### src/verilog/lra_pkg.sv
// lane register access port: shared constants and carrier types
// assumes one clock (aclk) for the bus, the lane ports and the sidebands
`default_nettype none

package lra_pkg;

	// ----------------------------------------------------------------
	// geometry
	// ----------------------------------------------------------------
	localparam int          NL       = 4;   // lanes in the quad
	localparam int          LW       = 2;   // lane index width
	localparam int          OFS_W    = 9;   // lane access offset width
	localparam int          SPACE_B  = 8;   // offset bit that picks the space
	localparam int          DAT_W    = 8;   // lane access data width
	localparam int          CFG_W    = 4;   // per-lane setting width
	localparam int          PWR_W    = 2;   // power state width
	localparam int          POS_W    = 4;   // slip position width
	localparam logic        SEL_MPCS = 1'b1;
	localparam logic        SEL_PMA  = 1'b0;

	// ----------------------------------------------------------------
	// register map (byte addresses) and layout
	// ----------------------------------------------------------------
	localparam int          ADDR_W     = 8;
	localparam logic [7:0]  ADDR_CTRL  = 8'h00; // lane enables
	localparam logic [7:0]  ADDR_PWR   = 8'h04; // power state per lane
	localparam logic [7:0]  ADDR_DEEMP = 8'h08; // de-emphasis setting
	localparam logic [7:0]  ADDR_OOB   = 8'h0C; // oob detector setting
	localparam logic [7:0]  ADDR_STAT  = 8'h10; // lane status, read only
	localparam logic [7:0]  ADDR_SLIP  = 8'h14; // slip positions, read only
	localparam int          STAT_RST_B = 8;     // lane out of reset
	localparam int          STAT_OOB_B = 16;    // oob control level
	localparam int          STAT_DEE_B = 24;    // de-emphasis control level
	localparam logic [31:0] MASK_CTRL  = 32'h0000000F;
	localparam logic [31:0] MASK_PWR   = 32'h000000FF;
	localparam logic [31:0] MASK_CFG   = 32'h0000FFFF;
	localparam logic [31:0] RST_REG    = 32'h00000000;

	localparam logic [1:0]  RESP_OKAY   = 2'b00;
	localparam logic [1:0]  RESP_SLVERR = 2'b10;
	localparam logic [1:0]  PWR_ACTIVE  = 2'b00;
	localparam logic [3:0]  DET_NORMAL  = 4'h0;
	localparam logic [3:0]  DEEMP_NONE  = 4'h0;
	localparam logic [3:0]  POS_ZERO    = 4'h0;
	localparam logic [3:0]  POS_LAST    = 4'h9; // ten-bit parallel word

	// ----------------------------------------------------------------
	// carriers
	// ----------------------------------------------------------------
	typedef struct packed {
		logic               request;
		logic               wr_rdn;
		logic [OFS_W-1:0]   offset;
		logic [DAT_W-1:0]   wdata;
	} lra_lane_req_t;

	typedef struct packed {
		logic               ready;
		logic               rdata_valid;
		logic [DAT_W-1:0]   rdata;
	} lra_lane_rsp_t;

	typedef struct packed {
		logic [NL-1:0]              rst_m, rst_s;
		logic [NL-1:0]              oob_m, oob_s;
		logic [NL-1:0]              dee_m, dee_s;
		logic [NL-1:0]              skp_m, skp_s, skp_d;
		logic [NL-1:0][POS_W-1:0]   slip;
		lra_lane_rsp_t [NL-1:0]     rsp;
		logic [NL-1:0][CFG_W-1:0]   dee_out, det_out;
		logic [NL-1:0][PWR_W-1:0]   pwrst;
		logic [NL-1:0]              rdy;
		logic [31:0]                ctrl, pwr, dee, oob;
		logic                       awv, wv;
		logic [ADDR_W-1:0]          awaddr;
		logic [31:0]                wdata;
		logic [3:0]                 wstrb;
		logic                       awready, wready, bvalid;
		logic [1:0]                 bresp;
		logic                       arready, rvalid;
		logic [31:0]                rdata;
		logic [1:0]                 rresp;
	} lra_state_t;

endpackage

`default_nettype wire

### src/verilog/lra_lane_port.sv
// lane register access port with sideband controls and a register bank
// assumes fabric logic on aclk for lane ports; sideband pins are async
//
// Summary of operation
// [RULE1] every lane has its own access port with reset and handshake.
// [RULE2] a low lane reset holds that lane's access port in reset.
// [RULE3] the master drives the direction high to write, low to read.
// [RULE4] the offset is 9 bits and its top bit picks PCS or PMA space.
// [RULE5] a request is accepted on ready; read data comes with valid.
// [RULE6] while de-emphasis control is high the setting is applied.
// [RULE7] each rising edge of bit skip moves the word by one UI.
// [RULE8] each lane reports its power state on a two-bit output.
// [RULE9] the oob control sets the activity detector for oob signals.
// [RULE10] ready releases the external PCS and permits transmission.
`default_nettype none

module lra_lane_port #(
	parameter int DEPTH_W = 4  // stored bytes per space = 2**DEPTH_W
) (
	input  wire logic                              aclk,
	input  wire logic                              aresetn,
	input  wire logic [lra_pkg::ADDR_W-1:0]        s_axi_awaddr,
	input  wire logic                              s_axi_awvalid,
	output logic                                   s_axi_awready,
	input  wire logic [31:0]                       s_axi_wdata,
	input  wire logic [3:0]                        s_axi_wstrb,
	input  wire logic                              s_axi_wvalid,
	output logic                                   s_axi_wready,
	output logic [1:0]                             s_axi_bresp,
	output logic                                   s_axi_bvalid,
	input  wire logic                              s_axi_bready,
	input  wire logic [lra_pkg::ADDR_W-1:0]        s_axi_araddr,
	input  wire logic                              s_axi_arvalid,
	output logic                                   s_axi_arready,
	output logic [31:0]                            s_axi_rdata,
	output logic [1:0]                             s_axi_rresp,
	output logic                                   s_axi_rvalid,
	input  wire logic                              s_axi_rready,
	input  wire logic [lra_pkg::NL-1:0]            lane_resetn,
	input  wire lra_pkg::lra_lane_req_t [lra_pkg::NL-1:0] lane_req,
	output lra_pkg::lra_lane_rsp_t [lra_pkg::NL-1:0]      lane_rsp,
	input  wire logic [lra_pkg::NL-1:0]            oob_ctl,
	input  wire logic [lra_pkg::NL-1:0]            deemp_ctl,
	input  wire logic [lra_pkg::NL-1:0]            skip_bit,
	output logic [lra_pkg::NL-1:0][lra_pkg::CFG_W-1:0] tx_deemp,
	output logic [lra_pkg::NL-1:0][lra_pkg::CFG_W-1:0] rx_det_cfg,
	output logic [lra_pkg::NL-1:0][lra_pkg::PWR_W-1:0] pwr_state,
	output logic [lra_pkg::NL-1:0]                phy_ready,
	output logic [lra_pkg::NL-1:0][lra_pkg::POS_W-1:0] slip_pos
);
	import lra_pkg::*;

	localparam int IDX_W = LW + 1 + DEPTH_W;

	lra_state_t s_r;
	lra_state_t s_nxt;

	// per-lane byte store, both spaces of every lane
	logic [DAT_W-1:0] space_mem [2**IDX_W];
	logic [NL-1:0]    mem_we;
	logic [NL-1:0][IDX_W-1:0] mem_idx;

	// ----------------------------------------------------------------
	// register map and timing
	// ----------------------------------------------------------------
	// 0x00 lane enables, one bit per lane
	// 0x04 power state, two bits per lane; 00 is the active state
	// 0x08 de-emphasis setting, four bits per lane
	// 0x0C oob detector setting, four bits per lane
	// 0x10 status: ready 3:0, out of reset 11:8, oob 19:16, deemp 27:24
	// 0x14 slip positions, four bits per lane
	// 0x10 and 0x14 take writes with okay and keep their contents
	// any other word answers slave error and changes nothing
	// address bits 1:0 are ignored; reads return a whole word, writes follow the byte strobes
	// bits above a register's mask always read as zero
	//
	// reset: bus ready lines rise at the first edge after release
	// bus write: bvalid two edges after the later of address and data
	// bus write: address and data ready stay low until bvalid clears
	// bus read: rvalid the edge after the address is taken
	// lane port: ready, and for a read the data, one edge after taking
	// lane port: a request still high under ready is not taken again
	// pins: three edges from a pin to its output, the slip included
	// lane reset: three edges from release to the first take
	//
	// limitations
	// offset bits between DEPTH_W and the space bit alias each other
	// unwritten bytes read unknown, so software writes before reading
	// every lane shares the bus clock; no crossing inside the block

	// ----------------------------------------------------------------
	// helpers
	// ----------------------------------------------------------------
	// byte-lane merge for the bus writes
	// strobes pick bytes; the mask then clears unused bits
	function automatic logic [31:0] merge(input logic [31:0] old,
		input logic [31:0] wd, input logic [3:0] strb,
		input logic [31:0] mask);
		logic [31:0] res;
		res = old;
		for (int b = 0; b < 4; b++) begin
			if (strb[b]) begin
				res[b*8 +: 8] = wd[b*8 +: 8];
			end
		end
		return res & mask;
	endfunction

	// offset bits between DEPTH_W and the space bit alias
	// index is lane, then space, then the low offset bits
	function automatic logic [IDX_W-1:0] slot(input int lane,
		input logic [OFS_W-1:0] ofs);
		return {LW'(lane), ofs[SPACE_B], ofs[DEPTH_W-1:0]};
	endfunction

	// register read decode; unmapped answers error with zero data
	function automatic logic [33:0] rd_word(input lra_state_t st,
		input logic [ADDR_W-1:0] a);
		logic [31:0] d;
		logic [1:0]  r;
		d = 32'h00000000;
		r = RESP_OKAY;
		case ({a[ADDR_W-1:2], 2'b00})
			ADDR_CTRL:  d = st.ctrl;
			ADDR_PWR:   d = st.pwr;
			ADDR_DEEMP: d = st.dee;
			ADDR_OOB:   d = st.oob;
			ADDR_STAT: begin
				// synchronised copies, not the raw pins
				d[0 +: NL]          = st.rdy;
				d[STAT_RST_B +: NL] = st.rst_s;
				d[STAT_OOB_B +: NL] = st.oob_s;
				d[STAT_DEE_B +: NL] = st.dee_s;
			end
			ADDR_SLIP:  d[NL*POS_W-1:0] = st.slip;
			default:    r = RESP_SLVERR;
		endcase
		return {r, d};
	endfunction

	// ----------------------------------------------------------------
	// next state
	// ----------------------------------------------------------------
	always_comb begin
		logic [33:0]      rw;
		logic             take;
		logic [NL-1:0]    fall;
		rw     = 34'h000000000;
		take   = 1'b0;
		fall   = '0;
		s_nxt  = s_r;
		mem_we = '0;
		mem_idx = '0;

		// two flops on every pin before use
		s_nxt.rst_m = lane_resetn;
		s_nxt.rst_s = s_r.rst_m;
		s_nxt.oob_m = oob_ctl;
		s_nxt.oob_s = s_r.oob_m;
		s_nxt.dee_m = deemp_ctl;
		s_nxt.dee_s = s_r.dee_m;
		s_nxt.skp_m = skip_bit;
		s_nxt.skp_s = s_r.skp_m;
		// third skip flop only feeds the edge detector
		s_nxt.skp_d = s_r.skp_s;

		for (int i = 0; i < NL; i++) begin
			// one access port per lane, own reset and handshake
			mem_idx[i] = slot(i, lane_req[i].offset); // RULE1 RULE4
			if (!s_r.rst_s[i]) begin
				s_nxt.rsp[i] = '0; // RULE2
			end else begin
				// accept one request, ready low between takes
				take = lane_req[i].request && !s_r.rsp[i].ready;
				s_nxt.rsp[i].ready = take; // RULE5
				// a write lands in the store at the taking edge
				mem_we[i] = take && lane_req[i].wr_rdn; // RULE3
				s_nxt.rsp[i].rdata_valid = take && !lane_req[i].wr_rdn;
				if (take && !lane_req[i].wr_rdn) begin
					s_nxt.rsp[i].rdata = space_mem[mem_idx[i]]; // RULE5
				end
			end
			// setting applied only while the control is high
			s_nxt.dee_out[i] = s_r.dee_s[i] ?
				s_r.dee[i*CFG_W +: CFG_W] : DEEMP_NONE; // RULE6
			s_nxt.det_out[i] = s_r.oob_s[i] ?
				s_r.oob[i*CFG_W +: CFG_W] : DET_NORMAL; // RULE9
			// power state is set by software and only reported
			s_nxt.pwrst[i] = s_r.pwr[i*PWR_W +: PWR_W]; // RULE8
			// ready needs the lane out of reset, enabled and active
			s_nxt.rdy[i] = s_r.rst_s[i] && s_r.ctrl[i]
				&& (s_r.pwr[i*PWR_W +: PWR_W] == PWR_ACTIVE); // RULE10
			// rising edge of skip moves the word one UI
			fall[i] = s_r.skp_s[i] && !s_r.skp_d[i];
			if (fall[i]) begin
				s_nxt.slip[i] = (s_r.slip[i] == POS_LAST) ?
					POS_ZERO : s_r.slip[i] + 4'h1; // RULE7
			end
		end

		// write address and data, taken in either order
		if (s_axi_awvalid && s_r.awready) begin
			s_nxt.awv    = 1'b1;
			s_nxt.awaddr = s_axi_awaddr;
		end
		if (s_axi_wvalid && s_r.wready) begin
			s_nxt.wv    = 1'b1;
			s_nxt.wdata = s_axi_wdata;
			s_nxt.wstrb = s_axi_wstrb;
		end
		// response dropped at the edge that sees bready
		if (s_r.bvalid && s_axi_bready) begin
			s_nxt.bvalid = 1'b0;
		end
		if (s_r.awv && s_r.wv && !s_r.bvalid) begin
			s_nxt.awv    = 1'b0;
			s_nxt.wv     = 1'b0;
			s_nxt.bvalid = 1'b1;
			s_nxt.bresp  = RESP_OKAY;
			// read-only words accept and ignore writes
			case ({s_r.awaddr[ADDR_W-1:2], 2'b00})
				ADDR_CTRL:  s_nxt.ctrl = merge(s_r.ctrl, s_r.wdata,
					s_r.wstrb, MASK_CTRL);
				ADDR_PWR:   s_nxt.pwr = merge(s_r.pwr, s_r.wdata,
					s_r.wstrb, MASK_PWR);
				ADDR_DEEMP: s_nxt.dee = merge(s_r.dee, s_r.wdata,
					s_r.wstrb, MASK_CFG);
				ADDR_OOB:   s_nxt.oob = merge(s_r.oob, s_r.wdata,
					s_r.wstrb, MASK_CFG);
				ADDR_STAT, ADDR_SLIP: s_nxt.bresp = RESP_OKAY;
				default:    s_nxt.bresp = RESP_SLVERR;
			endcase
		end
		// ready only while idle: one write under way at a time
		s_nxt.awready = !s_nxt.awv && !s_nxt.bvalid;
		s_nxt.wready  = !s_nxt.wv && !s_nxt.bvalid;

		// read channel, one outstanding
		if (s_r.rvalid && s_axi_rready) begin
			s_nxt.rvalid = 1'b0;
		end
		if (s_axi_arvalid && s_r.arready) begin
			rw = rd_word(s_r, s_axi_araddr);
			s_nxt.rvalid = 1'b1;
			s_nxt.rdata  = rw[31:0];
			s_nxt.rresp  = rw[33:32];
		end
		// no new address until the answer is taken
		s_nxt.arready = !s_nxt.rvalid;
	end

	// ----------------------------------------------------------------
	// state register
	// ----------------------------------------------------------------
	// only aresetn clears state; lane resets act through synchronisers
	always_ff @(posedge aclk) begin
		if (!aresetn) begin
			s_r      <= '0;
			s_r.ctrl <= RST_REG;
			s_r.pwr  <= RST_REG;
			s_r.dee  <= RST_REG;
			s_r.oob  <= RST_REG;
		end else begin
			s_r <= s_nxt;
		end
	end

	// byte store; contents are data, left unreset on purpose
	always_ff @(posedge aclk) begin
		for (int i = 0; i < NL; i++) begin
			// each lane owns its own slice, so lane writes never collide
			if (mem_we[i]) begin
				space_mem[mem_idx[i]] <= lane_req[i].wdata; // RULE4
			end
		end
	end

	// ----------------------------------------------------------------
	// outputs, all straight from the state register
	// ----------------------------------------------------------------
	// bus write channel
	assign s_axi_awready = s_r.awready;
	assign s_axi_wready  = s_r.wready;
	assign s_axi_bvalid  = s_r.bvalid;
	assign s_axi_bresp   = s_r.bresp;

	// bus read channel
	assign s_axi_arready = s_r.arready;
	assign s_axi_rvalid  = s_r.rvalid;
	assign s_axi_rdata   = s_r.rdata;
	assign s_axi_rresp   = s_r.rresp;

	// lane ports
	assign lane_rsp      = s_r.rsp;

	// sidebands
	assign tx_deemp      = s_r.dee_out;
	assign rx_det_cfg    = s_r.det_out;
	assign pwr_state     = s_r.pwrst;
	assign phy_ready     = s_r.rdy;
	assign slip_pos      = s_r.slip;

endmodule // lra_lane_port

`default_nettype wire

### config.mk
export PLATFORM = sky130hd
export DESIGN_NAME = lra_lane_port
export DESIGN_NICKNAME = d
export VERILOG_FILES = /design/src/verilog/lra_pkg.sv /design/src/verilog/lra_lane_port.sv
export SDC_FILE = /design/constraint.sdc
export NUM_CORES = 1
export LEC_CHECK = 0
export ABC_AREA = 1
export CORE_MARGIN = 2
export CORE_UTILIZATION = 49
export DETAILED_ROUTE_END_ITERATION = 10
export DONT_BUFFER_PORTS = 1
export PLACE_DENSITY_LB_ADDON = 0.15
export SLEW_MARGIN = 25
export SYNTH_ARGS = -nofsm -noshare
export SYNTH_HDL_FRONTEND = slang
export SYNTH_SLANG_ARGS = --single-unit
### constraint.sdc
create_clock -name aclk -period 2.5 [get_ports aclk]
set_clock_uncertainty 0.2 [all_clocks]
set_input_delay 0.5 -clock aclk [delete_from_list [all_inputs] [get_ports aclk]]
set_output_delay 0.5 -clock aclk [all_outputs]
set_load 0.02 [all_outputs]
# Word level (Yosys, flattened, before mapping)
# Memories as Yosys holds them, arrays and structs flattened. A register that Yosys moved wholly into a read port is not among the register bits.
# Cells that the tools add are included.
dict set report op_classes {
  addsub 4
  n_eq_ne 14
  n_mux 31
  n_reduce_logical 80
}
# cell n
set op_table {}
lappend op_table {{2-to-1 mux 35 bit} 1}
lappend op_table {{logical AND 1 bit} 33}
lappend op_table {{one-hot mux 4 bit (4 select lines)} 2}
lappend op_table {{== test 6 x 2 -> 1 bit (second input constant)} 4}
lappend op_table {{== test 6 x 3 -> 1 bit (second input constant)} 4}
lappend op_table {{2-to-1 mux 4 bit} 6}
lappend op_table {{one-hot mux 4 bit (6 select lines)} 1}
lappend op_table {{AND reduction 2 bit} 12}
lappend op_table {{zero test 1 bit} 21}
lappend op_table {{AND reduction 3 bit} 6}
lappend op_table {{adder 4 x 1 -> 4 bit (second input constant)} 4}
lappend op_table {{== test 4 bit (second input constant)} 4}
lappend op_table {{2-to-1 mux 1 bit} 16}
lappend op_table {{== test 6 x 1 -> 1 bit (second input constant)} 2}
lappend op_table {{zero test 6 bit} 2}
lappend op_table {{one-hot mux 4 bit (3 select lines)} 1}
lappend op_table {{OR reduction 6 bit} 2}
lappend op_table {{zero test 2 bit} 4}
lappend op_table {{2-to-1 mux 2 bit} 3}
lappend op_table {{2-to-1 mux 3 bit} 1}
dict set report totals {
  regBits 209
  ramBits 1024
  input_bits 151
  elab_cells 183
  memories 1
}
# memory words word_bits read_ports rd_clocked_by_memory_dff write_ports line
set memory_table {}
lappend memory_table {space_mem 128 8 4 4 4 lra_lane_port.sv:59} ;# logic [DAT_W-1:0] space_mem [2**IDX_W];

# Depth between registers and ports, before layout
dict set report logic_depth {
  depth_word 6
  ltp_mapped 11
}

# Worst setup path before layout
# Ideal clock, no wire load.
dict set report synth_timing {
  path_type {input port to flip-flop}
  from {input port lane_req[65] (netlist bit)}
  to {memory space_mem[105][0] (enable)}
  setup_time_ns 0.370
  arrival_time_ns 1.520
  required_time_ns 1.930
  setup_slack_ns 0.410
  path_stages 5
  n_path_buf 3
  path_cell_list {buf_6 -> buf_6 -> clkbuf_1 -> nand2_1 -> nor2_1}
}
# item line
set synth_rtl {}
lappend synth_rtl {{from (decl)} lra_lane_port.sv:40} ;# input wire lra_pkg::lra_lane_req_t [lra_pkg::NL-1:0] lane_req,
lappend synth_rtl {{to (decl)} lra_lane_port.sv:59}

# Worst setup path in the final report
dict set report layout_timing {
  from {input port aresetn}
  to {register s_r (netlist bit lane_rsp[38])}
}
dict set report layout_between {
  elab_chain_cells 1
}
# item line
set layout_rtl {}
lappend layout_rtl {{from (decl)} lra_lane_port.sv:21} ;# input wire logic aresetn,
lappend layout_rtl {{AND reduction 2 bit (no source line)} -}
lappend layout_rtl {{to (signal assigned)} lra_lane_port.sv:264} ;# s_r <= s_nxt;
lappend layout_rtl {{to (decl)} lra_lane_port.sv:55} ;# lra_state_t s_r;
# Every way passes these cells.
# A chain may end at the register's enable or synchronous reset.

==> metrics.csv <==
metric,value,unit
Starting Density,49.6,%
FF-to-FF setup slack,0.43,ns
Die Ht,334,um
Iter 0 DRT Violations,2955,
"most used cell, CP",dlygate4sd3_1,
ANT nets after route,0,
WL final,124000,um
P_leak,25.1,nW
vias in the first global route,33100,
Yosys top cell area share,57.8,%
post-synthesis sequential area ratio,66.7,%
Area Growth Syn to Fin,13.7,%
core area,107000,um^2
Finished Layout Cells,6875,
initial antenna violation count,0,
vias,34200,
CTS tree,done,
worst reg2reg path depth,7,
"FF+latch count, synth",1261,
synth top area cells,"edfxtp_1 58%, dfxtp_1 8.9%, nand2_1 8.1%, inv_1 5.8%, nand3_1 4.1%",
crit start category,primary input,
CP required,2.97,ns
status,"complete, no violations",
"top cells by count, synth","1,150 x nand2_1, 1,024 x edfxtp_1, 820 x inv_1",
CTS Buffer Depth,3,
share of layout cells above drive strength 1,11.7,%
Final TNS setup,0,ns
RSZ-0062 raised after global routing,no,
largest net degree at the start of global routing,190,
reg2reg end,space_mem[28][0],
die width,334,um
ys async rst share,0,%
hpwl dp,75800,um
Max-slew headroom,59.8,%
Crit Path Class,in2reg,
YS warnings,0,
grt ovf,0,
sequential share of power,51.4,%
Worst Setup EP,lane_rsp[38],
crit end category,flop,
Combinational Power Share,4.7,%
worst r2r src,lane_rsp[9],
clock-pin slew on the worst setup and hold paths,0.06,ns
Crit path depth,6,
FF+latch area,35500,um^2
first-pass GRT wire length,189000,um
nets,5517,
worst skew pair latency,0.75,ns
"count leader, synth",nand2_1,
row cnt,120,
Multi-input gate area,12300,um^2
critical path startpoint,aresetn,
"Cell Area, Synth",53200,um^2
Worst Path Max Fanout,109,
worst vdd ir,0.626,mV
number of max-cap violations,0,
total internal power,0.0349,W
Hold Crit Class,in2reg,
Clk pwr share,43.9,%
I/O Pins,292,
Antenna Cells,0,
Main synth FF type,edfxtp_1,
full die area,111000,um^2
IO Port Bufs,0,
Placer Congestion,0.918,
detail-routed via count per cell,4.98,
Slowest cell on crit path,dlygate4sd3_1,
drt wl/cell,18.0,um
Filler Cell Count,9016,
actual slew at the worst max-slew pin,0.601,ns
synthesized area per cell,10.2,um^2
Yosys top cell by area,edfxtp_1,
Tmin final,2.47,ns
Critical Path Max Stage Delay,0.86,ns
final period utilization,98.7,%
Placed Cells,6485,
Pins Over Slew Limit,0,
critical path arrival,2.94,ns
final-report setup violation count,0,
clk root buf,clkbuf_16,
"Buf+Inv Stages, Crit Path",4,
Netlist cell types,36,
GRT Total Usage,22.2,%
Final Hold Viols,0,
Clock Sinks,1261,
CP top delay family,buffers and inverters,
DRT Pass-1 Iters,6,
sw power,0.00953,W
Residual DRC,0,
setup repair bufs after CTS,0,
cell count after synthesis,5197,
FMAX,405,MHz
number of buffers created by CTS,138,
Post-synth EDFFs,1024,
PwrDens,734,nW/um^2
CP cell instances,dlygate4sd3_1 > buf_16 > nand2_1 > buf_4 > nor3_1 > dlygate4sd3_1,
switching part of the total,21.4,%
H-tree Lvls,4,
-- how the worst min path moves through the flow --
stage	start	to	slack, ns	cells after the start
final	lane_req[8]	lane_rsp[6]	0.06	6
after global placement	s_nxt[346]	s_r[346]	0.20	2
after CTS	lane_req[8]	lane_rsp[1]	0.0003	6
after global routing	s_axi_araddr[2]	s_axi_rdata[3]	0.04	4
after floorplan	s_nxt[319]	s_nxt[315]	0.19	2
after detailed placement	s_nxt[346]	s_r[346]	0.20	2
-- per-stage QoR --
stage / hold slack, ns / worst slack, ns / power [W] / util (%) / area [um^2]
6_report: 0.0563 / 0.0313 / 0.0444 / 56.4 / 60500
5_1_grt: 0.0436 / 0.000462 / 0.0459 / 56.4 / 60500
4_1_cts: 0.000262 / 0.0665 / 0.0449 / 56.4 / 60500
3_5_place_dp: 0.199 / 0.205 / 0.0248 / 50.6 / 54400
3_3_place_gp: 0.196 / 0.232 / 0.0248 / 50.6 / 54400
2_1_floorplan: 0.190 / 0.410 / 0.0246 / - / 53300
-- worst register-to-register path: cells and delay by family (launching register included) --
| family | cells | cell delay (ns) |
|---|---|---|
| AND/OR/NAND/NOR | 4 | 0.67 |
| buffers and inverters | 3 | 0.50 |
| flip-flops | 1 | 0.39 |
-- kinds of logic after synthesis --
group                  synth area share [%]
AO/OA/AOI/OAI                          4.79
flip-flops                             66.7
XOR/XNOR                             0.0165
AND/OR/NAND/NOR                        18.3
other                               0.00704
multiplexers                         0.0188
buffers and inverters                  10.3
-- power groups by stage --
stage	Sequential, W	Combinational [W]	Clock, W
after floorplan	0.0232	0.00131	0
after global placement	0.0233	0.00147	0
after detailed placement	0.0233	0.00149	0
after CTS	0.0228	0.00212	0.0199
after global routing	0.0228	0.00233	0.0207
final	0.0229	0.00211	0.0195
-- layout by cell type, fill, tap and decap left out, types with 2 or more instances in the layout --
master / instances
o22ai_1: 4
inv_6: 4
a21oi_1: 73
clkinv_2: 30
dfxtp_1: 237
nor2_2: 9
o21ai_0: 229
clkinv_8: 4
nand2_4: 4
nor4_1: 4
clkbuf_16: 145
edfxtp_1: 1024
or2_2: 160
nand3b_1: 2
bufinv_16: 6
inv_2: 16
dlygate4sd3_1: 110
buf_4: 202
nor3_1: 14
buf_12: 40
clkinv_1: 19
nand2_1: 1150
and3_1: 2
nor2_1: 490
o211ai_1: 68
nor2_4: 8
inv_1: 820
o21ai_1: 93
a211oi_1: 3
conb_1: 10
clkbuf_8: 8
clkbuf_1: 30
nand3_1: 438
nand4_1: 7
-- per-layer routing --
metal / wire length [um] / vias up / global-route usage, %
met4: 3550 / 0 / 7.71
met3: 7090 / 225 / 3.80
met1: 52600 / 16100 / 28.8
met2: 60500 / 941 / 37.7
li1: - / 17000 / -
met5: 0 / - / 0
-- state kept, by name, indices dropped and copies added, names as in the netlist --
name	cells
tx_deemp	16
pwr_state	8
lane_rsp	40
s_axi_rresp	1
s_axi_wready	1
s_axi_arready	1
s_axi_bvalid	1
s_r	78
s_axi_awready	1
phy_ready	4
s_axi_bresp	1
rx_det_cfg	16
slip_pos	16
s_axi_rvalid	1
s_axi_rdata	24
s_nxt	28
space_mem	1024
-- final cells by class --
type / count / share of cell area [%]
inverter: 838 / 5.20
sequential: 1261 / 58.6
multi-input combinational: 2774 / 20.4
clock buffer: 184 / 6.37
tap: 1403 / 2.90
timing repair buffer: 353 / 5.69
clock inverter: 62 / 0.827
-- what timing repair did --
item / in CTS / in global routing
gates resized for setup: 0 / 2
hold buffers: 144 / 0
endpoints found under the setup margin: 0 / 2
hold endpoints to repair: 1249 / 0
(Power assumes the default switching activity.)
